===== config.mk =====
export PLATFORM = sky130hd
export DESIGN_NAME = bsc_bidir_cell
export DESIGN_NICKNAME = d
export VERILOG_FILES = /design/src/verilog/bsc_pkg.sv /design/src/verilog/bsc_bidir_cell.sv /design/src/verilog/bsc_sync.sv
export SDC_FILE = /design/constraint.sdc
export NUM_CORES = 1
export LEC_CHECK = 0
export BUFFER_PORTS_ARGS = -buffer_cell sky130_fd_sc_hd__buf_2
export CAP_MARGIN = 25
export CORE_UTILIZATION = 51
export DETAILED_ROUTE_END_ITERATION = 8
export PLACE_DENSITY = 0.91
export SETUP_SLACK_MARGIN = 0.1
export SYNTH_ARGS = -nofsm -noshare
export SYNTH_HDL_FRONTEND = slang
export SYNTH_SLANG_ARGS = --single-unit

===== constraint.sdc =====
create_clock -name clk -period 3.1 [get_ports clk]
set_clock_uncertainty 0.2 [all_clocks]
set_input_delay 0.31 -clock clk [delete_from_list [all_inputs] [get_ports clk]]
set_output_delay 0.31 -clock clk [all_outputs]
set_load 0.02 [all_outputs]

===== src/verilog/bsc_pkg.sv =====
`default_nettype none
package bsc_pkg;

    ////////////////////////////////////////////////////////////////////////////////
    // Register map, byte addresses on the AHB-Lite slave
    localparam logic [31:0] BSC_STATUS_OFF = 32'h0000_0000;
    localparam logic [31:0] BSC_EDGES_OFF  = 32'h0000_0004;
    localparam logic [31:0] BSC_CTRL_OFF   = 32'h0000_0008;
    localparam logic [7:0]  BSC_ADDR_MASK  = 8'hfc;

    // Control register fields
    localparam int          BSC_CTRL_CLR_BIT = 0;

    // Status register field positions
    localparam int BSC_ST_IN_SCAN   = 0;
    localparam int BSC_ST_OUT_SCAN  = 1;
    localparam int BSC_ST_IN_HOLD   = 2;
    localparam int BSC_ST_OUT_HOLD  = 3;
    localparam int BSC_ST_IN_PAR    = 4;
    localparam int BSC_ST_OUT_PAR   = 5;
    localparam int BSC_ST_GATE      = 6;
    localparam int BSC_ST_SHIFT     = 7;
    localparam int BSC_ST_UPDATE_N  = 8;

    // Reset values
    localparam logic        BSC_BIT_RST   = 1'b0;
    localparam logic [15:0] BSC_EDGES_RST = 16'h0000;
    localparam logic [31:0] BSC_WORD_RST  = 32'h0000_0000;

    // Cycle counts
    localparam int BSC_SYNC_STAGES = 2;

    ////////////////////////////////////////////////////////////////////////////////
    // Pins coming from the test controller and the pad
    typedef struct packed {
        logic testClk;
        logic testClkGate;
        logic scanShift;
        logic updateN;
        logic inPathSysInN;
        logic inPathScanIn;
        logic inPathSel;
        logic outPathSysIn;
        logic outPathScanIn;
        logic outPathSel;
    } bsc_pins_s;

    localparam bsc_pins_s BSC_PINS_RST = '0;

endpackage
`default_nettype wire


===== src/verilog/bsc_bidir_cell.sv =====
// Local design decisions: the register offsets and register access over AHB-Lite.
`timescale 1ns/100ps
`default_nettype none
// What this block does
// - With the input-path select low, the input parallel output is the inverse of the pad data.
// - With the input-path select high, the input parallel output shows the input hold latch.
// - With the output-path select low, the output parallel output follows the core data as is.
// - With the output-path select high, the output parallel output shows the output hold latch.
// - On capture, the input scan flop loads inverted pad data, or the hold latch when selected.
// - On shift, each scan flop loads its own serial input.
// - With the clock gate low, both scan flops keep their values on a test clock edge.
// - Scan flops change only on a rising test clock edge and hold otherwise.
// - The input hold latch passes the input scan flop while update is low and holds when high.
// - On capture, the output scan flop loads the core data whatever the select.
// - The output hold latch passes the output scan flop while update is low, holds when high.
// - There is no asynchronous set; state changes only by capture, shift and update.
// - Capture and shift act on the rising test clock edge, controls set up before it.
module bsc_bidir_cell
    import bsc_pkg::*;
(
    // Clock and reset
    input  wire logic        clk,
    input  wire logic        arst_n,
    // Test controller pins
    input  wire logic        testClk,
    input  wire logic        testClkGate,
    input  wire logic        scanShift,
    input  wire logic        updateN,
    // Input half of the pad
    input  wire logic        inPathSysInN,
    input  wire logic        inPathScanIn,
    input  wire logic        inPathSel,
    output logic             inPathParOut,
    output logic             inPathScanOut,
    // Output half of the pad
    input  wire logic        outPathSysIn,
    input  wire logic        outPathScanIn,
    input  wire logic        outPathSel,
    output logic             outPathParOut,
    output logic             outPathScanOut,
    // AHB-Lite slave
    input  wire logic        hsel,
    input  wire logic [31:0] haddr,
    input  wire logic [1:0]  htrans,
    input  wire logic        hwrite,
    input  wire logic [2:0]  hsize,
    input  wire logic [31:0] hwdata,
    input  wire logic        hready,
    output logic [31:0]      hrdata,
    output logic             hreadyout,
    output logic             hresp
);
    import bsc_pkg::*;

    ////////////////////////////////////////////////////////////////////////////////
    // Pin synchronisation

    bsc_pins_s pinsRaw;
    bsc_pins_s pinsSync;

    // Bundle the pins for the crossing
    always_comb begin
        pinsRaw.testClk       = testClk;
        pinsRaw.testClkGate   = testClkGate;
        pinsRaw.scanShift     = scanShift;
        pinsRaw.updateN       = updateN;
        pinsRaw.inPathSysInN  = inPathSysInN;
        pinsRaw.inPathScanIn  = inPathScanIn;
        pinsRaw.inPathSel     = inPathSel;
        pinsRaw.outPathSysIn  = outPathSysIn;
        pinsRaw.outPathScanIn = outPathScanIn;
        pinsRaw.outPathSel    = outPathSel;
    end

    bsc_sync u_sync (
        .clk      (clk),
        .arst_n   (arst_n),
        .pinsRaw  (pinsRaw),
        .pinsSync (pinsSync)
    );

    ////////////////////////////////////////////////////////////////////////////////
    // Scan cell: scan flops, hold latches, parallel outputs

    logic tckPrev_r;
    logic tckPrev_nxt;
    logic inScan_r;
    logic inScan_nxt;
    logic outScan_r;
    logic outScan_nxt;
    logic inHoldN_r;
    logic inHoldN_nxt;
    logic outHold_r;
    logic outHold_nxt;
    logic inPar_nxt;
    logic outPar_nxt;
    logic tckRise;
    logic scanTake;

    // Edge finder on the sampled test clock
    assign tckRise  = pinsSync.testClk & ~tckPrev_r;
    assign scanTake = tckRise & pinsSync.testClkGate;

    // Next state of the cell; no asynchronous set path exists
    always_comb begin
        tckPrev_nxt = pinsSync.testClk;
        inScan_nxt  = inScan_r;
        outScan_nxt = outScan_r;
        inHoldN_nxt = inHoldN_r;
        outHold_nxt = outHold_r;
        // Scan flops move only on a gated rising edge
        if (scanTake) begin
            if (pinsSync.scanShift) begin
                inScan_nxt  = pinsSync.inPathScanIn;
                outScan_nxt = pinsSync.outPathScanIn;
            end else begin
                inScan_nxt  = pinsSync.inPathSel ? inHoldN_r : ~pinsSync.inPathSysInN;
                outScan_nxt = pinsSync.outPathSysIn;
            end
        end
        // Hold latches follow the scan flops while update is low
        if (!pinsSync.updateN) begin
            inHoldN_nxt = inScan_r;
            outHold_nxt = outScan_r;
        end
        // Parallel output selection
        inPar_nxt  = pinsSync.inPathSel ? inHoldN_r : ~pinsSync.inPathSysInN;
        outPar_nxt = pinsSync.outPathSel ? outHold_r : pinsSync.outPathSysIn;
    end

    // Cell registers; system reset only, no set
    always_ff @(posedge clk or negedge arst_n) begin
        if (!arst_n) begin
            tckPrev_r     <= BSC_BIT_RST;
            inScan_r      <= BSC_BIT_RST;
            outScan_r     <= BSC_BIT_RST;
            inHoldN_r     <= BSC_BIT_RST;
            outHold_r     <= BSC_BIT_RST;
            inPathParOut  <= BSC_BIT_RST;
            outPathParOut <= BSC_BIT_RST;
        end else begin
            tckPrev_r     <= tckPrev_nxt;
            inScan_r      <= inScan_nxt;
            outScan_r     <= outScan_nxt;
            inHoldN_r     <= inHoldN_nxt;
            outHold_r     <= outHold_nxt;
            inPathParOut  <= inPar_nxt;
            outPathParOut <= outPar_nxt;
        end
    end

    // Serial outputs are the scan flops themselves
    assign inPathScanOut  = inScan_r;
    assign outPathScanOut = outScan_r;

    ////////////////////////////////////////////////////////////////////////////////
    // Taken-edge counter

    logic [15:0] edges_r;
    logic [15:0] edges_nxt;
    logic        edgeClr;

    // Clear from software; a taken edge in the same cycle still counts
    always_comb begin
        edges_nxt = edges_r;
        if (edgeClr) begin
            edges_nxt = BSC_EDGES_RST;
        end
        if (scanTake) begin
            edges_nxt = edgeClr ? 16'h0001 : 16'(edges_r + 16'h0001);
        end
    end

    // Counter register
    always_ff @(posedge clk or negedge arst_n) begin
        if (!arst_n) begin
            edges_r <= BSC_EDGES_RST;
        end else begin
            edges_r <= edges_nxt;
        end
    end

    ////////////////////////////////////////////////////////////////////////////////
    // AHB-Lite slave, zero wait states, always OKAY

    logic        wrPend_r;
    logic        wrPend_nxt;
    logic [7:0]  wrAddr_r;
    logic [7:0]  wrAddr_nxt;
    logic [31:0] hrdata_nxt;
    logic        addrTake;
    logic [31:0] statusWord;

    // Status word from the cell state
    function automatic logic [31:0] read_word(input logic [7:0] addr, input logic [31:0] st,
                                              input logic [15:0] cnt);
        logic [31:0] val;
        val = BSC_WORD_RST;
        if (addr == BSC_STATUS_OFF[7:0]) begin
            val = st;
        end else if (addr == BSC_EDGES_OFF[7:0]) begin
            val = {16'h0000, cnt};
        end
        return val;
    endfunction

    always_comb begin
        statusWord                  = BSC_WORD_RST;
        statusWord[BSC_ST_IN_SCAN]  = inScan_r;
        statusWord[BSC_ST_OUT_SCAN] = outScan_r;
        statusWord[BSC_ST_IN_HOLD]  = inHoldN_r;
        statusWord[BSC_ST_OUT_HOLD] = outHold_r;
        statusWord[BSC_ST_IN_PAR]   = inPathParOut;
        statusWord[BSC_ST_OUT_PAR]  = outPathParOut;
        statusWord[BSC_ST_GATE]     = pinsSync.testClkGate;
        statusWord[BSC_ST_SHIFT]    = pinsSync.scanShift;
        statusWord[BSC_ST_UPDATE_N] = pinsSync.updateN;
    end

    assign addrTake = hsel & htrans[1] & hready;

    // Address phase decode, data phase write
    always_comb begin
        wrPend_nxt = addrTake & hwrite;
        wrAddr_nxt = addrTake ? (haddr[7:0] & BSC_ADDR_MASK) : wrAddr_r;
        hrdata_nxt = hrdata;
        if (addrTake && !hwrite) begin
            hrdata_nxt = (haddr[31:8] == 24'h000000)
                       ? read_word(haddr[7:0] & BSC_ADDR_MASK, statusWord, edges_r)
                       : BSC_WORD_RST;
        end
        edgeClr = wrPend_r & (wrAddr_r == BSC_CTRL_OFF[7:0]) & hwdata[BSC_CTRL_CLR_BIT];
    end

    // Bus registers
    always_ff @(posedge clk or negedge arst_n) begin
        if (!arst_n) begin
            wrPend_r  <= BSC_BIT_RST;
            wrAddr_r  <= 8'h00;
            hrdata    <= BSC_WORD_RST;
            hreadyout <= 1'b1;
            hresp     <= 1'b0;
        end else begin
            wrPend_r  <= wrPend_nxt;
            wrAddr_r  <= wrAddr_nxt;
            hrdata    <= hrdata_nxt;
            hreadyout <= 1'b1;
            hresp     <= 1'b0;
        end
    end
endmodule // bsc_bidir_cell
`default_nettype wire


===== src/verilog/bsc_sync.sv =====
`timescale 1ns/100ps
`default_nettype none
module bsc_sync
    import bsc_pkg::*;
(
    // Clock and reset
    input  wire logic      clk,
    input  wire logic      arst_n,
    // Raw pins and their synchronised copy
    input  wire bsc_pins_s pinsRaw,
    output var  bsc_pins_s pinsSync
);
    import bsc_pkg::*;

    bsc_pins_s stage1_r;
    bsc_pins_s stage1_nxt;
    bsc_pins_s stage2_nxt;

    // Next values: first stage feeds only the second
    always_comb begin
        stage1_nxt = pinsRaw;
        stage2_nxt = stage1_r;
    end

    // Two-flop synchroniser
    always_ff @(posedge clk or negedge arst_n) begin
        if (!arst_n) begin
            stage1_r <= BSC_PINS_RST;
            pinsSync <= BSC_PINS_RST;
        end else begin
            stage1_r <= stage1_nxt;
            pinsSync <= stage2_nxt;
        end
    end

endmodule // bsc_sync
`default_nettype wire

==> Word level (Yosys, flattened, before mapping) <==
Cells that the tools add are included.
{ "op_classes": {"add_sub_neg": 1, "mul": 0, "n_div": 0, "order_cmp": 0, "eq_ne": 2, "n_shift": 0, "n_mux": 10, "bitwise": 9, "n_reduce_logical": 5} }
{ "op_table": {"columns": ["op", "count"], "rows": [
  ["$mux 16", 5],
  ["$mux 32", 1],
  ["$logic_not 24->1", 1],
  ["$add 16x1->16 const B", 1],
  ["$logic_not 8->1", 1],
  ["$and 1x1->1", 7],
  ["$eq 6x1->1 const B", 1],
  ["$eq 6x2->1 const B", 1],
  ["$mux 1", 4],
  ["$not 1->1", 2],
  ["$reduce_bool 2->1", 1],
  ["$logic_and 1x1->1", 1],
  ["$logic_not 1->1", 1]
]} }
{ "totals": {"reg_bits": 82, "latchBits": 0, "ramBits": 0, "mem_bits_ro": 0, "inputBits": 84, "output_inout_bits": 38, "wordCells": 58, "n_memories": 0} }

==> Longest topological paths before layout <==
Gate-level depths: netlist of the first run.
{ "logic_depth": {"word_depth": 5, "depth_mapped": 6, "depth_no_buf": 5} }

==> Modules after synthesis <==
Synthesis of the first run repeated with hierarchy kept, for this count alone.
{ "hier_totals": {"cells_unflattened": 242, "hier_area_um2": 2834.0} }
{ "modules_own_cells": {"columns": ["module", "instances", "cells_per_inst", "area_each_um2"], "rows": [
  ["bsc_bidir_cell", 1, 222, 2333.5],
  ["bsc_sync", 1, 20, 500.5]
]} }

==> Worst setup path after synthesis of the first run <==
No wires, ideal clock.
{ "synth_timing": {"kind": "input -> register", "from": "in haddr[3]", "to": "reg hrdata[6]", "t_arrival_ns": 1.491, "required_ns": 2.808, "slack_ns": 1.317, "path_stages": 5, "path_buffers": 1, "cell_sequence": "or4_4 nor3_2 nand4_2 buf_6 o31ai_2"} }
{ "synth_via": {"elab_chain_len": 4, "word_cells_on_any_way": 5} }
{ "synth_rtl": {"columns": ["item", "line_no", "rtl"], "rows": [
  ["from (decl)", "bsc_bidir_cell.sv:43", "input wire logic [31:0] haddr,"],
  ["$eq 6x1->1", "bsc_bidir_cell.sv:201", "end else if (addr == BSC_EDGES_OFF[7:0]) begin"],
  ["$mux 16", "bsc_bidir_cell.sv:201", null],
  ["$mux 16 *", "bsc_bidir_cell.sv:199", "if (addr == BSC_STATUS_OFF[7:0]) begin"],
  ["$mux 32 *", "bsc_bidir_cell.sv:229", "? read_word(haddr[7:0] & BSC_ADDR_MASK, statusWord, edges_r)"],
  ["to (signal assigned)", "bsc_bidir_cell.sv:246", "hrdata <= hrdata_nxt;"],
  ["to (decl)", "bsc_bidir_cell.sv:49", "output logic [31:0] hrdata,"]
]} }
Every way passes the cells marked *; elsewhere a longest branch is shown, timed or not.
A chain may end at the register's enable or synchronous reset.

==> Final worst setup path of the first run <==
{ "layout_timing": {"from": "reg tckPrev_r", "to": "reg edges_r[15]"} }
{ "layout_via": {"elab_chain_len": 4, "word_cells_on_any_way": 5} }
{ "layout_rtl": {"columns": ["item", "line_no", "rtl"], "rows": [
  ["from (decl)", "bsc_bidir_cell.sv:85", "logic tckPrev_r;"],
  ["from (signal assigned)", "bsc_bidir_cell.sv:142", "tckPrev_r <= tckPrev_nxt;"],
  ["$not 1->1 *", "bsc_bidir_cell.sv:101", "assign tckRise = pinsSync.testClk & ~tckPrev_r;"],
  ["$and 1x1->1 *", "bsc_bidir_cell.sv:101", null],
  ["$and 1x1->1 *", "bsc_bidir_cell.sv:102", "assign scanTake = tckRise & pinsSync.testClkGate;"],
  ["$mux 16 or $reduce_bool 2->1 (tied branches)", null, null],
  ["to (signal assigned)", "bsc_bidir_cell.sv:179", "edges_r <= edges_nxt;"],
  ["to (decl)", "bsc_bidir_cell.sv:159", "logic [15:0] edges_r;"]
]} }
Marked as above.

==> results of run 1 <==
[synth_stat cells (2+ instances only)]
library cell   n
inv_1          5
xnor2_1        7
o31ai_1        8
o31ai_2        3
xor2_1         2
buf_4         18
a21oi_1        4
nor2_1        12
mux2i_1       13
or4_1          2
conb_1         2
nand3_1       12
a211o_1        2
mux2_2         9
nand2_1       29
nand4_1        3
dfrtp_1       66
nand4_2        2
nor4_1         8
nand2b_1       3
nor3_1         4
o21ai_0        9
and2_1         3
clkbuf_1       8
[layout make-up]
| class | instances | area share, % |
|---|---|---|
| multi-input combinational | 166 | 30.4 |
| inverter | 5 | 0.543 |
| clock buffer | 9 | 3.58 |
| sequential | 66 | 47.8 |
| tap | 70 | 2.53 |
| clock inverter | 7 | 1.59 |
| timing repair buffer | 79 | 13.5 |
[worst max-delay path: stages, from the launching register on]
cell	delay, ns
dfrtp_1	0.37
nand3b_1	0.40
or2_0	0.43
or4_1	0.53
a21oi_1	0.17
[flip-flops by register name, indices dropped and copies added (netlist names), 6 cells and up]
register	cells
edges_r	16
hrdata	16
u_sync.stage1_r	10
wrAddr_r	6
u_sync.pinsSync	10
[through the flow]
step	setup WS, ns	util, %	total power [µW]	area, µm²
global placement	0.970	60.1	1560	3150
floorplan	1.32	-	1460	2900
CTS	0.910	66.0	2240	3460
detailed placement	0.895	60.5	1590	3170
finish	0.912	66.0	2230	3460
global route	0.758	66.0	2360	3460
[final timing paths]
path / from / cells past startpoint / end
max: tckPrev_r / 4 / edges_r[15]
min: hwrite / 3 / wrPend_r
max reg2reg: tckPrev_r / 4 / edges_r[15]
min reg2reg: u_sync.stage1_r[5] / 0 / u_sync.pinsSync[5]
max in group asynchronous: arst_n / 3 / hrdata[15]
min in group asynchronous: arst_n / 2 / edges_r[10]
[what timing repair did]
action,4_1_cts,5_1_grt
hold buffers,11,0
hold endpoints to repair,59,0
buffers inserted,0,0
setup endpoints to repair,0,0
[power by group through the flow]
| stage | clock, µW | combinational (µW) | sequential (µW) |
|---|---|---|---|
| 3_3_place_gp | 0 | 394 | 1170 |
| 4_1_cts | 648 | 429 | 1160 |
| 5_1_grt | 690 | 484 | 1190 |
| 3_5_place_dp | 0 | 416 | 1170 |
| 2_1_floorplan | 0 | 315 | 1140 |
| 6_report | 628 | 429 | 1170 |
[layer usage]
metal  global-route usage, %  part of all wire [%]  vias up
met2                    34.2                    51       83
met4                    11.0                   2.0        0
met1                    24.0                    40      973
met3                    7.54                   7.0       12
met5                       0                     0        -
li1                        -                     -      986
[cells by family (layout without fill, tap and decap cells)]
| kind of cell | count (synthesis) | in the layout | synth area share (%) |
|---|---|---|---|
| AND/OR/NAND/NOR | 89 | 89 | 16.7 |
| buffers and inverters | 32 | 100 | 6.88 |
| multiplexers | 22 | 22 | 8.15 |
| AO/OA/AOI/OAI | 27 | 27 | 6.61 |
| other | 2 | 18 | 0.265 |
| flip-flops | 66 | 66 | 58.2 |
| adder cells (fa/ha/maj) | 1 | 1 | 0.441 |
| XOR/XNOR | 9 | 9 | 2.78 |
==> results.yml, run 1 <==
timing:
  setup_viol: 0
  slew_headroom_pct: 38.1
  whs_ns: 0.0207
  rsz0062_at_grt: "false"
  finalCriticalPeriod_ns: 2.19
  worst_pin_slew_ns: 0.928
  fmax_mhz: 457
  finalHoldViolCount: 0
  timing.final.crit_share_pct: 70.6
  slew_viol_final: 0
  fin_setup_tns_ns: 0
final_layout:
  seq_area_um2: 1650
  layout-drive-gt1-share_pct: 30.7
  antenna_cells: 0
  final_cell_mix: "dfrtp_1 (66), buf_2 (66), nand2_1 (29)"
  multi_input_area_um2: 1050
  syn_to_final_growth_pct: 21.8
  final_cells: 402
  nets: 412
  fillCellCount: 384
setup_path:
  cp_max_fo: 12
  r2r_slack_ns: 0.91
  critical_path_arrival_ns: 2.25
  crit_required_ns: 3.16
  path_class: "reg2reg"
  start_kind: "flip-flop"
  end_kind: "flip-flop"
power_and_ir_drop:
  max-vdd-ir-drop_uv: 441
  share_comb_of_total_power_pct: 19.3
  switching_share_pct: 32.9
  netSwitchingPower_uw: 734
  cellLeakagePower_uw: 0.00165
  clock_power_share_pct: 28.2
  seqPwrFrac_pct: 52.5
  p_int_uw: 1490
  p_per_area_nw_per_um2: 644
synthesis:
  yosys.area.top_type: "dfrtp_1"
  ys_top_cells_by_area: "dfrtp_1 (58%), buf_4 (4.8%), mux2i_1 (4.6%)"
  yosysSeqAreaShare_pct: 58.2
  synth_flop_cell: "dfrtp_1"
  synth_edf_count: 0
  synth_seq_cells: 66
  avgSynthCellArea_um2: 11.4
  async_flop_share_pct: 100
  synth_cell_types: 38
  syn_inst: 248
  yosysWarningCount: 0
  synth_top_area_share_pct: 58.2
  synth_area_um2: 2840
cts:
  cts_sinks: 66
  cts_tree: "built"
  root_buffer: "clkbuf_8"
  ctsResizeCount: 0
  clkTransAtPathRegs_ns: 0.07
  clk_latency_ns: 0.34
  cts_max_path_buffers: 2
  cts_buffers: 9
  h-tree-depth: 3
place:
  post-dp-hpwl_um: 3890
  gp_congestion: 0.836
  dp_cells: 375
  port_buffers: 66
die:
  die_x_um: 76.6
  ios: 122
  rows: 26
  initial_core_util_pct: 54.2
  dieArea_um2: 5870
  core_um2: 5240
  fp.dieH_um: 76.6
drt:
  drc: 0
  finalWirelength_um: 5530
  first_pass_iters: 4
  vias_per_cell: 5.11
  dr_total_vias: 2054
  avgRoutedWirePerCell_um: 13.8
  ant_nets: 0
  drt-initial-drc-count: 91
job:
  drv_cap: 0
hold_path:
  hp-class: "in2reg"
grt:
  overflow: 0
  grt_pass1_vias: 2054
  grt_pass1_wl_um: 9250
  track_usage_pct: 20.9
  antenna_found_initial: 0
  grt_max_degree: 38
outcome:
  outcome: "completed"
Power figures use the tool's default switching activity.
==> run 2, diff against run 1 <==
Settings changed: ABC_AREA set to 1, CORE_UTILIZATION 51 to 43, PLACE_DENSITY 0.91 to 0.81.
Clock period 3.1 ns to 1.8 ns, I/O delays scaled along.
==> results.yml, run 2 <==
synthesis:
  synth_seq_cells: 66
  yosysWarningCount: 0
  synth_top_area_share_pct: 55.2
  synth_flop_cell: "dfrtp_1"
  synth_area_um2: 2990
  syn_inst: 337
  yosys.area.top_type: "dfrtp_1"
  ys_top_cells_by_area: "dfrtp_1 (55%), nand2_1 (10%), nor2_1 (6.0%)"
  synth_common_cells: "nand2_1 (83), dfrtp_1 (66), nor2_1 (48)"
  synth_cell_types: 24
  synth_edf_count: 0
  yosys.cell_count.top_type: "nand2_1"
  avgSynthCellArea_um2: 8.88
  async_flop_share_pct: 100
  yosysSeqAreaShare_pct: 55.2
hold_path:
  worstHoldStart: "htrans[1]"
  hp-class: "in2reg"
drt:
  vias_per_cell: 4.73
  ant_nets: 0
  dr_total_vias: 2460
  first_pass_iters: 4
  drt-initial-drc-count: 189
  finalWirelength_um: 5880
  avgRoutedWirePerCell_um: 11.3
  drc: 0
die:
  dieArea_um2: 7290
  rows: 30
  fp.dieH_um: 85.4
  ios: 122
  initial_core_util_pct: 44.3
  core_um2: 6760
  die_x_um: 85.4
final_layout:
  final_cell_mix: "nand2_1 (83), dfrtp_1 (66), buf_2 (66)"
  antenna_cells: 0
  layout_commonest_cell: "nand2_1"
  layout-drive-gt1-share_pct: 24.8
  nets: 521
  syn_to_final_growth_pct: 26.3
  utilization_pct: 55.9
  reg_top3: "edges_r (16), hrdata (16)"
power_and_ir_drop:
  p_per_area_nw_per_um2: 877
  share_comb_of_total_power_pct: 12.2
  switching_share_pct: 27.2
  max-vdd-ir-drop_uv: 704
  p_int_uw: 2410
  clock_power_share_pct: 36.3
  seqPwrFrac_pct: 51.5
  cellLeakagePower_uw: 0.00194
  netSwitchingPower_uw: 901
timing:
  whs_ns: 0.0484
  finalHoldViolCount: 0
  finalCriticalPeriod_ns: 1.63
  rsz0062_at_grt: "false"
  slew_viol_final: 0
  timing.final.crit_share_pct: 90.7
  fin_ws_ns: 0.167
  slew_headroom_pct: 62.0
  fmax_mhz: 612
  setup_viol: 0
  worst_pin_slew_ns: 0.570
  fin_setup_tns_ns: 0
grt:
  grt_max_degree: 26
  track_usage_pct: 18.0
  grt_pass1_vias: 2283
  antenna_found_initial: 0
  overflow: 0
  grt_pass1_wl_um: 10100
cts:
  root_buffer: "clkbuf_8"
  cts_buffers: 9
  h-tree-depth: 3
  cts_tree: "built"
  cts_sinks: 66
  clk_latency_ns: 0.35
  clkTransAtPathRegs_ns: 0.07
  cts_max_path_buffers: 2
setup_path:
  crit_required_ns: 1.89
  critical_path_arrival_ns: 1.72
  cp_cell_sequence: "dlygate4sd3_1, buf_2, inv_1, nor2_1, nand3_4, o21ai_0, nand3_1, nand2_1"
  critPathLaunch: "haddr[2]"
  end_kind: "flip-flop"
  cp_max_fo: 16
  crit_path_max_incr_delay_ns: 0.53
  critPathBufInv: 3
  r2r-start: "edges_r[0]"
  path_class: "in2reg"
  crit_slowest_cell: "dlygate4sd3_1"
  start_kind: "primary input"
  path_delay_family: "buffers and inverters"
place:
  post-dp-hpwl_um: 4200
  gp_congestion: 0.833
  post-place-ws_ns: 0.191
  port_buffers: 66
outcome:
  outcome: "completed"
job:
  drv_cap: 0
run 2: cell count changes after synthesis, sizes merged, moves of 8 or more:
cell,delta
nand4,+9
nand3,+11
nand2,+54
nor2,+43
mux2i,-13
o21ai,+15
nor4,-8
o31ai,-11
inv,+25
run 2: cell families (layout without fill, tap and decap cells):
kind of cell    count (synthesis)  count (layout)  share of synthesized area (%)
xor+xnor                        1               1                          0.293
flops                          66              66                           55.2
simple gates                  180             180                           27.0
other cells                     2              18                          0.251
compound gates                 29              29                           5.31
buf+inv                        53             140                           9.62
fa+ha+maj                       1               1                          0.418
mux                             5               5                           1.88
run 2: metal layers:
layer / track usage (%) / vias up / part of all wire [%]
met5: 0 / - / 0
met4: 8.03 / 0 / 1.5
met3: 5.64 / 9 / 4.5
met2: 29.2 / 75 / 50
met1: 22.1 / 1130 / 44
li1: - / 1246 / -
run 2: repair_timing:
action,CTS,global route
gates resized for setup,0,2
endpoints found under the setup margin,0,4
hold buffers,20,0
setup buffers,0,2
hold endpoints to repair,39,0
run 2: cell type report:
type | instances | area (µm²)
clock buffers | 9 | 124
clock inverters | 6 | 67.6
fillers | 572 | 2980
inverters | 30 | 113
multi-input cells | 234 | 1110
flip-flops and latches | 66 | 1650
well taps | 80 | 100
repair buffers | 95 | 611
run 2: worst reg2reg max path, delay by kind of cell (launching register included):
kind                       cells  cell delay (ns)
DFF                            1             0.41
and+or+nand+nor                3             0.39
AOI/OAI and AO/OA              2             0.26
adders and majority gates      1             0.19
run 2: path summary, 6_finish.rpt:
path	end	slack, ns	depth (start not counted)
setup / recovery	hrdata[2]	0.17	8
hold / removal	wrAddr_r[3]	0.05	3
setup reg to reg	edges_r[6]	0.23	6
hold reg to reg	u_sync.pinsSync[5]	0.15	0
max in group asynchronous	hrdata[3]	0.68	3
min in group asynchronous	u_sync.stage1_r[3]	0.17	2
run 2: power by group through the flow:
stage | registers [µW] | logic, µW | clock network (µW)
after floorplan | 1720 | 241 | 0
after global placement | 1720 | 351 | 0
after detailed placement | 1730 | 362 | 0
after CTS | 1700 | 402 | 1240
after global routing | 1720 | 465 | 1310
final | 1710 | 405 | 1200
run 2: metrics by stage:
| stage | total power, µW | instance area [µm²] | instances |
|---|---|---|---|
| CTS | 3340 | 3760 | 518 |
| floorplan | 1960 | 3050 | 353 |
| global route | 3500 | 3780 | 520 |
| global placement | 2070 | 3370 | 483 |
| finish | 3310 | 3780 | 520 |
| detailed placement | 2090 | 3370 | 483 |
